==> src/shared/cfg_pkg.sv <==
package cfg_pkg;
  localparam int ADDR_W = 18;
  localparam logic [15:0] IDX_CFG_ONE = 16'h2007;
  localparam logic [15:0] IDX_CFG_TWO = 16'h2008;
  localparam logic [15:0] IDX_OSC_CTRL = 16'h0010;
  localparam logic [15:0] IDX_OSC_TRIM = 16'h0011;
  localparam logic [15:0] IDX_PROG_CTRL = 16'h0012;
  localparam logic [15:0] IDX_SETTINGS = 16'h0013;
  localparam logic [15:0] CFG_ONE_RST = 16'h3fff;
  localparam logic [15:0] CFG_TWO_RST = 16'h3fff;
  localparam logic [15:0] CFG_ONE_FORCE1 = 16'h0880;
  localparam logic [15:0] CFG_TWO_FORCE1 = 16'h3fcf;
  localparam logic [15:0] CFG_IMPL_MASK = 16'h3fff;
  localparam logic [1:0] OSC_DIV_RST = 2'h2;
  localparam logic [5:0] OSC_TRIM_RST = 6'h00;
  localparam int DBG_BIT = 13;
  localparam int FAST_BIT = 12;
  localparam int BROWNOUT_LEVEL_FLAG_BIT = 10;
  localparam int BROWNOUT_POLICY_FIELD_HI = 9;
  localparam int BROWNOUT_POLICY_FIELD_LO = 8;
  localparam int LOCK_BIT = 6;
  localparam int HARD_RESET_PIN_BIT = 5;
  localparam int POWERUP_DELAY_TIMER_BIT = 4;
  localparam int WDT_BIT = 3;
  localparam int CAP_HI = 5;
  localparam int CAP_LO = 4;
  localparam int DIV_HI = 5;
  localparam int DIV_LO = 4;
  localparam int LOCKED_BIT = 3;
  localparam int STABLE_BIT = 2;
  localparam int PROG_EN_BIT = 0;
  localparam int SYNC_N = 8;
  localparam int SY_RST = 0;
  localparam int SY_POR = 1;
  localparam int SY_PIN = 2;
  localparam int SY_SLEEP = 3;
  localparam int SY_LOCK = 4;
  localparam int SY_STAB = 5;
  localparam int SY_RCOSC = 6;
  localparam int SY_INTERNAL_OSC_MODE = 7;
  typedef enum logic [2:0] {
    MODE_SLOW_XTAL = 3'h0,
    MODE_MED_XTAL = 3'h1,
    MODE_FAST_XTAL = 3'h2,
    MODE_DRIVEN = 3'h3,
    MODE_INT_IO = 3'h4,
    MODE_INT = 3'h5,
    MODE_RC_IO = 3'h6,
    MODE_RC = 3'h7
  } clk_mode_t;
  typedef enum logic [2:0] {
    ST_LOAD = 3'b001,
    ST_RUN = 3'b010,
    ST_PROG = 3'b100
  } st_t;
endpackage

==> src/design/quarter_divider.sv <==
`timescale 1ns/1ps
module quarter_divider
  import cfg_pkg::*;
(
  input wire logic pclk,
  input wire logic presetn,
  input wire logic clk_level,
  input wire logic run,
  output logic q
);
  typedef struct packed {
    logic prev;
    logic [1:0] cnt;
  } div_t;

  div_t s_r;
  div_t s_nxt;

  // Two rising edges per half period gives the input rate over four
  always_comb begin
    s_nxt = s_r;
    s_nxt.prev = clk_level;
    if (!run) begin
      s_nxt.cnt = 2'h0;
    end else if (clk_level && !s_r.prev) begin
      s_nxt.cnt = s_r.cnt + 2'h1;
    end
  end

  always_ff @(posedge pclk or negedge presetn) begin
    if (!presetn) begin
      s_r <= '0;
    end else begin
      s_r <= s_nxt;
    end
  end

  assign q = s_r.cnt[1];
endmodule

==> src/design/config_word_decode.sv <==
// Register access over APB is this design's own decision.
`timescale 1ns/1ps
// How it works
// - RC mode: quarter clock on output pin
// - RC I/O mode: output pin becomes I/O
// - Config words at 2007h/2008h, programming only
// - Bit 13 one: debugger off, pins I/O
// - Bit 12 picks 500 kHz or 16 MHz
// - Bit 10 picks brown-out trip level
// - Brown-out policy: off, run-only, always
// - Brown-out does not enable power-up delay
// - Bit 6 zero turns readout lock on
// - Unlocking readout erases program memory
// - Bit 5 selects reset pin or input
// - Reset pin stops internal/RC oscillator
// - Bit 4 zero enables power-up delay
// - Bit 3 one enables watchdog
// - Clock codes 111 to 100 decoded
// - Clock codes 011 to 000 decoded
// - Word one bits 11, 7 read one
// - Capacitor pin chosen by two bits
// - Low-voltage variant disables capacitor pins
// - Word two unimplemented bits read one
// - Trim clears on power-on; divider loads 10
module config_word_decode
  import cfg_pkg::*;
#(
  parameter bit LOW_VOLTAGE = 1'b0
) (
  input wire logic pclk,
  input wire logic presetn,
  input wire logic psel,
  input wire logic penable,
  input wire logic pwrite,
  input wire logic [ADDR_W-1:0] paddr,
  input wire logic [31:0] pwdata,
  output logic [31:0] prdata,
  output logic pready,
  output logic pslverr,
  input wire logic dev_reset_req,
  input wire logic dev_reset_por,
  input wire logic hard_reset_pin_n,
  input wire logic sleep_req,
  input wire logic osc_locked,
  input wire logic osc_stable,
  input wire logic rc_osc_in,
  input wire logic int_osc_in,
  output logic [2:0] clk_mode,
  output logic fast_internal_osc_flag,
  output logic [1:0] internal_osc_divider_field,
  output logic [5:0] internal_osc_trim,
  output logic brownout_level_flag,
  output logic brownout_reset_en,
  output logic powerup_delay_timer_en,
  output logic watchdog_timer_en,
  output logic readout_lock,
  output logic hard_reset_pin_flag,
  output logic internal_reset,
  output logic pin_digital_in,
  output logic debugger_en,
  output logic [2:0] regulator_cap_pin_sel,
  output logic osc_in_gpio,
  output logic osc_out_gpio,
  output logic osc_stop,
  output logic program_erase,
  output logic prog_mode,
  output logic quarter_clock_output
);
  typedef struct packed {
    st_t st;
    logic [15:0] cfg1;
    logic [15:0] cfg2;
    logic [1:0] osc_div;
    logic [5:0] osc_trim;
    logic prog_en;
    logic [SYNC_N-1:0] s1;
    logic [SYNC_N-1:0] s2;
    clk_mode_t mode;
    logic fast;
    logic bor_low;
    logic bor_run;
    logic bor_sleep;
    logic bor_active;
    logic pwrup_en;
    logic wdt_en;
    logic lock;
    logic hard_reset_pin_en;
    logic dbg_en;
    logic [2:0] cap_sel;
    logic osc_in_io;
    logic osc_out_io;
    logic quarter_clock_output_en;
    logic osc_stop;
    logic ext_reset;
    logic pin_din;
    logic erase;
    logic [31:0] prdata;
    logic pready;
    logic pslverr;
  } state_t;

  state_t st_r;
  state_t st_nxt;
  logic div_q;

  wire logic [15:0] idx = paddr[ADDR_W-1:2];
  wire logic setup = psel && !penable;
  wire logic wr_go = psel && penable && pwrite && st_r.pready && !st_r.pslverr;
  wire logic is_cfg = (idx == IDX_CFG_ONE) || (idx == IDX_CFG_TWO);
  wire logic is_mapped = is_cfg || (idx == IDX_OSC_CTRL) || (idx == IDX_OSC_TRIM) ||
                         (idx == IDX_PROG_CTRL) || (idx == IDX_SETTINGS);
  wire logic pin_low = !st_r.s2[SY_PIN];

  always_comb begin
    st_nxt = st_r;
    st_nxt.s1 = {int_osc_in, rc_osc_in, osc_stable, osc_locked,
                 sleep_req, hard_reset_pin_n, dev_reset_por, dev_reset_req};
    st_nxt.s2 = st_r.s1;
    st_nxt.erase = 1'b0;

    // Zero wait state: answer is ready one edge after the setup cycle
    st_nxt.pready = setup;
    st_nxt.pslverr = setup && (!is_mapped || (is_cfg && st_r.st != ST_PROG));
    st_nxt.prdata = 32'h0000_0000;
    if (setup && !pwrite && st_r.st == ST_PROG && idx == IDX_CFG_ONE) begin
      st_nxt.prdata = {16'h0000, (st_r.cfg1 | CFG_ONE_FORCE1) & CFG_IMPL_MASK};
    end else if (setup && !pwrite && st_r.st == ST_PROG && idx == IDX_CFG_TWO) begin
      st_nxt.prdata = {16'h0000, (st_r.cfg2 | CFG_TWO_FORCE1) & CFG_IMPL_MASK};
    end else if (setup && !pwrite && idx == IDX_OSC_CTRL) begin
      st_nxt.prdata[DIV_HI:DIV_LO] = st_r.osc_div;
      st_nxt.prdata[LOCKED_BIT] = st_r.s2[SY_LOCK];
      st_nxt.prdata[STABLE_BIT] = st_r.s2[SY_STAB];
    end else if (setup && !pwrite && idx == IDX_OSC_TRIM) begin
      st_nxt.prdata = {26'h0000000, st_r.osc_trim};
    end else if (setup && !pwrite && idx == IDX_PROG_CTRL) begin
      st_nxt.prdata[PROG_EN_BIT] = st_r.prog_en;
    end else if (setup && !pwrite && idx == IDX_SETTINGS) begin
      st_nxt.prdata = {13'h0000, st_r.st, st_r.osc_stop, st_r.cap_sel, st_r.dbg_en,
                       st_r.hard_reset_pin_en, st_r.lock, st_r.wdt_en, st_r.pwrup_en,
                       st_r.bor_sleep, st_r.bor_run, st_r.bor_low, st_r.fast, st_r.mode};
    end

    if (wr_go) begin
      case (idx)
        IDX_CFG_ONE: begin
          st_nxt.cfg1 = pwdata[15:0];
          // Lifting the lock wipes program memory before it can be read
          st_nxt.erase = !st_r.cfg1[LOCK_BIT] && pwdata[LOCK_BIT];
        end
        IDX_CFG_TWO: st_nxt.cfg2 = pwdata[15:0];
        IDX_OSC_CTRL: st_nxt.osc_div = pwdata[DIV_HI:DIV_LO];
        IDX_OSC_TRIM: st_nxt.osc_trim = pwdata[5:0];
        IDX_PROG_CTRL: st_nxt.prog_en = pwdata[PROG_EN_BIT];
        default: st_nxt.prog_en = st_r.prog_en;
      endcase
    end

    // Device reset beats a same-cycle divider write, and a trim write only on power-on
    if (st_r.s2[SY_RST]) begin
      st_nxt.osc_div = OSC_DIV_RST;
      if (st_r.s2[SY_POR]) begin
        st_nxt.osc_trim = OSC_TRIM_RST;
      end
    end

    case (st_r.st)
      ST_LOAD: begin
        if (!st_r.s2[SY_RST]) begin
          st_nxt.st = st_r.prog_en ? ST_PROG : ST_RUN;
        end
      end
      ST_RUN: begin
        if (st_r.s2[SY_RST]) begin
          st_nxt.st = ST_LOAD;
        end else if (st_r.prog_en) begin
          st_nxt.st = ST_PROG;
        end
      end
      ST_PROG: begin
        if (!st_r.prog_en) begin
          st_nxt.st = ST_LOAD;
        end
      end
      default: st_nxt.st = ST_LOAD;
    endcase

    // Settings follow the words only while loading, so a write in
    // programming mode takes hold only once programming mode is left
    if (st_r.st == ST_LOAD) begin
      st_nxt.mode = clk_mode_t'(st_r.cfg1[2:0]);
      st_nxt.dbg_en = !st_r.cfg1[DBG_BIT];
      st_nxt.fast = st_r.cfg1[FAST_BIT];
      st_nxt.bor_low = st_r.cfg1[BROWNOUT_LEVEL_FLAG_BIT];
      st_nxt.bor_run = st_r.cfg1[BROWNOUT_POLICY_FIELD_HI];
      st_nxt.bor_sleep = st_r.cfg1[BROWNOUT_POLICY_FIELD_HI] && st_r.cfg1[BROWNOUT_POLICY_FIELD_LO];
      st_nxt.lock = !st_r.cfg1[LOCK_BIT];
      st_nxt.hard_reset_pin_en = st_r.cfg1[HARD_RESET_PIN_BIT];
      st_nxt.pwrup_en = !st_r.cfg1[POWERUP_DELAY_TIMER_BIT];
      st_nxt.wdt_en = st_r.cfg1[WDT_BIT];
      if (LOW_VOLTAGE) begin
        st_nxt.cap_sel = 3'h0;
      end else begin
        case (st_r.cfg2[CAP_HI:CAP_LO])
          2'h0: st_nxt.cap_sel = 3'h1;
          2'h1: st_nxt.cap_sel = 3'h2;
          2'h2: st_nxt.cap_sel = 3'h4;
          default: st_nxt.cap_sel = 3'h0;
        endcase
      end
    end

    case (st_r.mode)
      MODE_RC: begin
        st_nxt.osc_in_io = 1'b0;
        st_nxt.osc_out_io = 1'b0;
        st_nxt.quarter_clock_output_en = 1'b1;
      end
      MODE_RC_IO: begin
        st_nxt.osc_in_io = 1'b0;
        st_nxt.osc_out_io = 1'b1;
        st_nxt.quarter_clock_output_en = 1'b0;
      end
      MODE_INT: begin
        st_nxt.osc_in_io = 1'b1;
        st_nxt.osc_out_io = 1'b0;
        st_nxt.quarter_clock_output_en = 1'b1;
      end
      MODE_INT_IO: begin
        st_nxt.osc_in_io = 1'b1;
        st_nxt.osc_out_io = 1'b1;
        st_nxt.quarter_clock_output_en = 1'b0;
      end
      MODE_DRIVEN: begin
        st_nxt.osc_in_io = 1'b0;
        st_nxt.osc_out_io = 1'b1;
        st_nxt.quarter_clock_output_en = 1'b0;
      end
      default: begin
        st_nxt.osc_in_io = 1'b0;
        st_nxt.osc_out_io = 1'b0;
        st_nxt.quarter_clock_output_en = 1'b0;
      end
    endcase

    st_nxt.bor_active = st_r.bor_run && (st_r.bor_sleep || !st_r.s2[SY_SLEEP]);
    st_nxt.ext_reset = st_nxt.hard_reset_pin_en && pin_low;
    st_nxt.pin_din = !st_nxt.hard_reset_pin_en && st_r.s2[SY_PIN];
    st_nxt.osc_stop = st_r.hard_reset_pin_en && pin_low && st_r.mode[2];
  end

  always_ff @(posedge pclk or negedge presetn) begin
    if (!presetn) begin
      st_r <= '0;
      st_r.st <= ST_LOAD;
      st_r.cfg1 <= CFG_ONE_RST;
      st_r.cfg2 <= CFG_TWO_RST;
      st_r.osc_div <= OSC_DIV_RST;
      st_r.osc_trim <= OSC_TRIM_RST;
      st_r.mode <= MODE_SLOW_XTAL;
      st_r.s1[SY_PIN] <= 1'b1; // Pin idles high, so no fake reset-pin pulse
      st_r.s2[SY_PIN] <= 1'b1;
    end else begin
      st_r <= st_nxt;
    end
  end

  // Internal source divided while internal, RC pin otherwise
  quarter_divider u_quarter (
    .pclk(pclk),
    .presetn(presetn),
    .clk_level(st_r.mode == MODE_INT ? st_r.s2[SY_INTERNAL_OSC_MODE] : st_r.s2[SY_RCOSC]),
    .run(st_r.quarter_clock_output_en && !st_r.osc_stop),
    .q(div_q)
  );

  assign prdata = st_r.prdata;
  assign pready = st_r.pready;
  assign pslverr = st_r.pslverr;
  assign clk_mode = st_r.mode;
  assign fast_internal_osc_flag = st_r.fast;
  assign internal_osc_divider_field = st_r.osc_div;
  assign internal_osc_trim = st_r.osc_trim;
  assign brownout_level_flag = st_r.bor_low;
  assign brownout_reset_en = st_r.bor_active;
  assign powerup_delay_timer_en = st_r.pwrup_en;
  assign watchdog_timer_en = st_r.wdt_en;
  assign readout_lock = st_r.lock;
  assign hard_reset_pin_flag = st_r.hard_reset_pin_en;
  assign internal_reset = st_r.ext_reset;
  assign pin_digital_in = st_r.pin_din;
  assign debugger_en = st_r.dbg_en;
  assign regulator_cap_pin_sel = st_r.cap_sel;
  assign osc_in_gpio = st_r.osc_in_io;
  assign osc_out_gpio = st_r.osc_out_io;
  assign osc_stop = st_r.osc_stop;
  assign program_erase = st_r.erase;
  assign prog_mode = st_r.st[2];
  assign quarter_clock_output = div_q;
endmodule

==> config.mk <==
export PLATFORM = sky130hd
export DESIGN_NAME = config_word_decode
export DESIGN_NICKNAME = d
export VERILOG_FILES = /design/src/shared/cfg_pkg.sv /design/src/design/quarter_divider.sv /design/src/design/config_word_decode.sv
export SDC_FILE = /design/constraint.sdc
export NUM_CORES = 1
export LEC_CHECK = 0
export BUFFER_PORTS_ARGS = -buffer_cell sky130_fd_sc_hd__buf_2
export CAP_MARGIN = 30
export CORE_MARGIN = 4
export CORE_UTILIZATION = 51
export CTS_CLUSTER_DIAMETER = 50
export CTS_CLUSTER_SIZE = 28
export DETAILED_ROUTE_END_ITERATION = 16
export GPL_ROUTABILITY_DRIVEN = 1
export PLACE_DENSITY = 0.81
export SLEW_MARGIN = 25
export SYNTH_ARGS = -nofsm -noshare
export SYNTH_HDL_FRONTEND = slang
export SYNTH_SLANG_ARGS = --single-unit
==> constraint.sdc <==
create_clock -name pclk -period 2.2 [get_ports pclk]
set_input_delay 0.22 -clock pclk [delete_from_list [all_inputs] [get_ports pclk]]
set_output_delay 0.22 -clock pclk [all_outputs]
set_load 0.005 [all_outputs]
# Word level (Yosys, flattened, before mapping)
# Index checks and enable logic that the tools add are counted.
dict set report totals {
  reg_bits 120
  in_bits 63
  output_inout_bits 64
  wordCells 135
}
dict set report classes {
  add_sub_neg 1
  eq_ne 21
  mux 29
  reduce_logical 52
}
# op count
set op_table {}
lappend op_table {{$mux 32} 3}
lappend op_table {{$eq 16x5->1 const B} 4}
lappend op_table {{$eq 16x14->1 const B} 2}
lappend op_table {{$mux 26} 1}
lappend op_table {{$logic_and 1x1->1} 24}
lappend op_table {{$mux 19} 1}
lappend op_table {{$mux 18} 1}
lappend op_table {{$pmux 3 s3} 2}
lappend op_table {{$eq 3x3->1 const B} 5}
lappend op_table {{$mux 3} 5}
lappend op_table {{$logic_not 1->1} 12}
lappend op_table {{$mux 6} 2}
lappend op_table {{$pmux 3 s4} 1}
lappend op_table {{$mux 9} 1}
lappend op_table {{$mux 2} 4}
lappend op_table {{$mux 8} 1}
lappend op_table {{$reduce_and 2->1} 4}
lappend op_table {{$logic_or 1x1->1} 7}
lappend op_table {{$eq 3x2->1 const B} 2}
lappend op_table {{$ne 2x2->1 const B} 3}
lappend op_table {{$ne 3x3->1 const B} 2}
lappend op_table {{$mux 1} 5}
lappend op_table {{$mux 5} 1}
lappend op_table {{$mux 4} 1}
lappend op_table {{8 further kinds} 9}

# Logic depth before layout (Yosys ltp)
dict set report logic_depth {
  ltp_word 10
  depth_mapped 5
  mapped_depth_nobuf 4
}

# By module
# A second synthesis with hierarchy kept.
dict set report unflattened {
  hier_cells 339
  area_unflattened_um2 4068.9
}
# module instances cells_per_inst area_each_um2 seq_area_each_um2
set modules_own_cells {}
lappend modules_own_cells {config_word_decode 1 330 3950.0 2174.6}
lappend modules_own_cells {quarter_divider 1 9 118.9 75.1}

# Worst setup path after synthesis
# OpenSTA, ideal clock, no wires.
dict set report synth_path {
  path_kind {input to register}
  startpoint {input paddr[11]}
  endpoint {register st_r[100] (netlist name)}
  setup_ps 82
  t_arrival_ps 1587
  slack_ps 530
  cell_stages 5
  cell_sequence {or4_4 > nor2_2 > and4_4 > buf_12 > mux2_4}
}
dict set report synth_between {
  elab_chain_len 2
}
# item line
set synth_rtl {}
lappend synth_rtl {{start, declared} config_word_decode.sv:35} ;# input wire logic [ADDR_W-1:0] paddr,
lappend synth_rtl {{$eq 16x14->1} config_word_decode.sv:144} ;# case (idx)
lappend synth_rtl {{$reduce_and 2->1 (no line)} -}
lappend synth_rtl {{end signal, assigned} config_word_decode.sv:263} ;# st_r <= st_nxt;
lappend synth_rtl {{end, declared} config_word_decode.sv:102} ;# state_t st_r;
# Every way passes these cells.
# A chain may end at the register's enable or synchronous reset.

==> flow_summary.ini <==
[logic_synthesis]
yosys.area.top_type_share_pct = 43.67
synthCells = 341
synth_top_cell_by_area = dfrtp_1
synthesis.area_per_instance_um2 = 11.93
netlist_top_cells_area = dfrtp_1 44%, dfstp_2 12%, buf_4 9.0%, mux2_4 3.7%, nand2_1 3.4%
synth_async_sr_flop_share_pct = 100.0
yosysWarningCount = 0
synth_cell_types = 54
number_of_register_bits_inferred_by_synthesis = 89
number_of_flops_mapped_to_enable_cells_by_yosys = 0
synthFlopType = dfrtp_1
syn-cell-area_um2 = 4069
yosysSeqAreaShare_pct = 55.29
netlist_top_cells_count = 71 x dfrtp_1, 49 x buf_4, 37 x nand2_1, 18 x dfstp_2, 12 x o21ai_0
library_cell_with_the_highest_instance_count_after_synthesis = dfrtp_1

[grt]
grt_max_degree = 41
wire_length_of_the_first_global_routing_pass_mm = 14.40
global_route.usage.total_pct = 19.00
first_global_vias = 2792
antenna_found_initial = 0
globalRouteOverflowTotal = 0

[timing]
worst_clock_skew_ns = 0.004007
worst_slack_ns = 0.3958
hold_viol_final = 0
setup_repair_after_global_routing_missed_its_margin = no
fin_crit_ns = 1.804
setup_total_negative_slack_ns = 0
hold-worst-slack_ns = 0.03816
final-max-slew-violation-count = 0
timing.fmax_mhz = 554.3
finalSetupViolations = 0
fin_crit_share_pct = 82.01

[setup_path]
cp.required_ns = 2.45
setup.worst_path.class = register to register
worstSetupStartpointType = register
worst-endpoint-arrival_ns = 2.05
critical_path.endpoint_type = register
max_fo_critical_path = 6

[detailed_routing]
avgRoutedWirePerCell_um = 16.37
count_of_tritonroute_iterations_in_the_first_routing_pass = 7
routed_wl_mm = 8.611
drt_first_iter_violations = 161
dr_total_vias = 2781
antenna_violating_nets_left = 0
remaining_drc_errors = 0
vias_per_cell = 5.287

[cts]
clock-sinks = 89
cts_repair_resize_count = 0
cts_hold_repair.buffers = 9
cts-buffers-inserted = 9
cts.htree.levels = 3
cts-root-to-sink-buffers = 2
clkLatencyLatePin_ns = 0.36
cts.repair_timing.setup_buffer_count = 0
tritoncts_clock_tree = done
clock-root-buffer = clkbuf_8
clkTransAtPathRegs_ns = 0.09

[cells_and_area]
fillerInstances = 634
antenna-diode-count = 0
areaGrowthSynthToFinish_pct = 14.85
layout.nets = 482
layout-drive-gt1-share_pct = 39.86
regArea_um2 = 2250
multiInputGateArea_um2 = 1438

[floorplan]
floorplan.io_pins = 127
width_of_the_chip_um = 97.32
die_area_um2 = 9471
core_area_um2 = 7727
start_util_pct = 52.66
rows = 32
die-height_um = 97.32

[placement]
dpl.hpwl_mm = 6.442
portBuffers = 91
globalplace.congestion = 0.8656
post-place-ws_ns = 0.2549

[power]
finalPower_mw = 3.349
leakagePower_nw = 2.282
p_per_area_nw_per_um2 = 716.5
ir_drop_mv = 0.2880

[run_status]
run_status = completed

[worst_hold_path]
min_path_type = input pin to register

[flow_run]
drv.max_cap_violation_count = 0
[stage by stage]
stage | utilization (%) | cells | cell area (µm²)
2_1_floorplan | - | 353 | 4114
3_3_place_gp | 56.67 | 501 | 4379
3_5_place_dp | 56.67 | 501 | 4379
4_1_cts | 60.48 | 526 | 4673
5_1_grt | 60.48 | 526 | 4673
6_report | 60.48 | 526 | 4673
[routing by layer]
| layer | vias to the layer above | GRT usage (%) | share of wire (%) |
|---|---|---|---|
| met5 | - | 0 | 0 |
| met1 | 1359 | 24.89 | 42 |
| met3 | 13 | 6.246 | 8.8 |
| met2 | 105 | 30.04 | 48 |
| li1 | 1304 | - | - |
| met4 | 0 | 6.177 | 1.6 |
[state kept, by name, indices dropped and copies added, names as in the netlist, 2 cells and up]
signal	cells
clk_mode	3
internal_osc_divider_field	2
internal_osc_trim	6
prdata	19
regulator_cap_pin_sel	3
st_nxt	8
st_r	28
u_quarter.s_r	2
[layout make-up]
| class | count | share of cell area [%] |
|---|---|---|
| Clock inverter | 6 | 1.419 |
| Tap cell | 102 | 2.731 |
| Sequential cell | 89 | 48.14 |
| Clock buffer | 10 | 2.945 |
| Inverter | 5 | 0.4016 |
| Multi-Input combinational cell | 204 | 30.76 |
| Timing Repair Buffer | 110 | 13.60 |
[critical path: stages, from the launching register on]
cell,delay [ns]
dfrtp_1,0.45
nor3b_2,0.40
nand3_1,0.25
or2_1,0.35
o22a_1,0.23
[cells in the final DEF, fill, tap and decap left out, types with 5 or more instances in the layout]
master         Yosys  layout
a21oi_1           11      11
a221o_1            7       7
o22a_1             5       5
nand2_1           37      37
nor3_1             7       7
mux2_2             9       9
buf_4             49      10
inv_1              5       5
nor2_1             8       8
dlygate4sd3_1      0       9
dfrtp_1           71      71
and2_1             8       8
o21ai_0           12      12
nand3b_1           5       5
dfstp_2           18      18
buf_2              1      90
nand4_1            5       5
conb_1             1      13
nand3_1           11      11
clkbuf_8           0      10
mux2_4            10      10
[path summary, 6_finish.rpt]
| kind | from | cells past startpoint | slack (ns) | endpoint |
|---|---|---|---|---|
| setup / recovery | st_r[115] | 4 | 0.40 | prdata[5] |
| hold / removal | penable | 2 | 0.04 | pready |
| min in group asynchronous | presetn | 2 | 0.35 | prdata[9] |
| setup reg to reg | st_r[115] | 4 | 0.40 | prdata[5] |
| max in group asynchronous | presetn | 3 | 1.21 | internal_osc_divider_field[1] |
| hold reg to reg | st_nxt[63] | 0 | 0.35 | st_r[63] |
[report_power, final]
part,switching (mW),total [mW],internal [mW]
sequential,0.0667,1.78,1.72
combinational,0.263,0.424,0.162
clock,0.582,1.14,0.560
[cell families after synthesis]
family / count (synthesis) / share of synthesized area [%]
other: 1 / 0.09216
and+or+nand+nor: 114 / 17.59
xor gates and xnor gates: 1 / 0.2153
AOI/OAI and AO/OA: 52 / 8.887
DFF: 89 / 55.29
buffers and inverters: 60 / 10.49
muxes: 24 / 7.442
No activity file was read; power rests on OpenSTA's default activity.
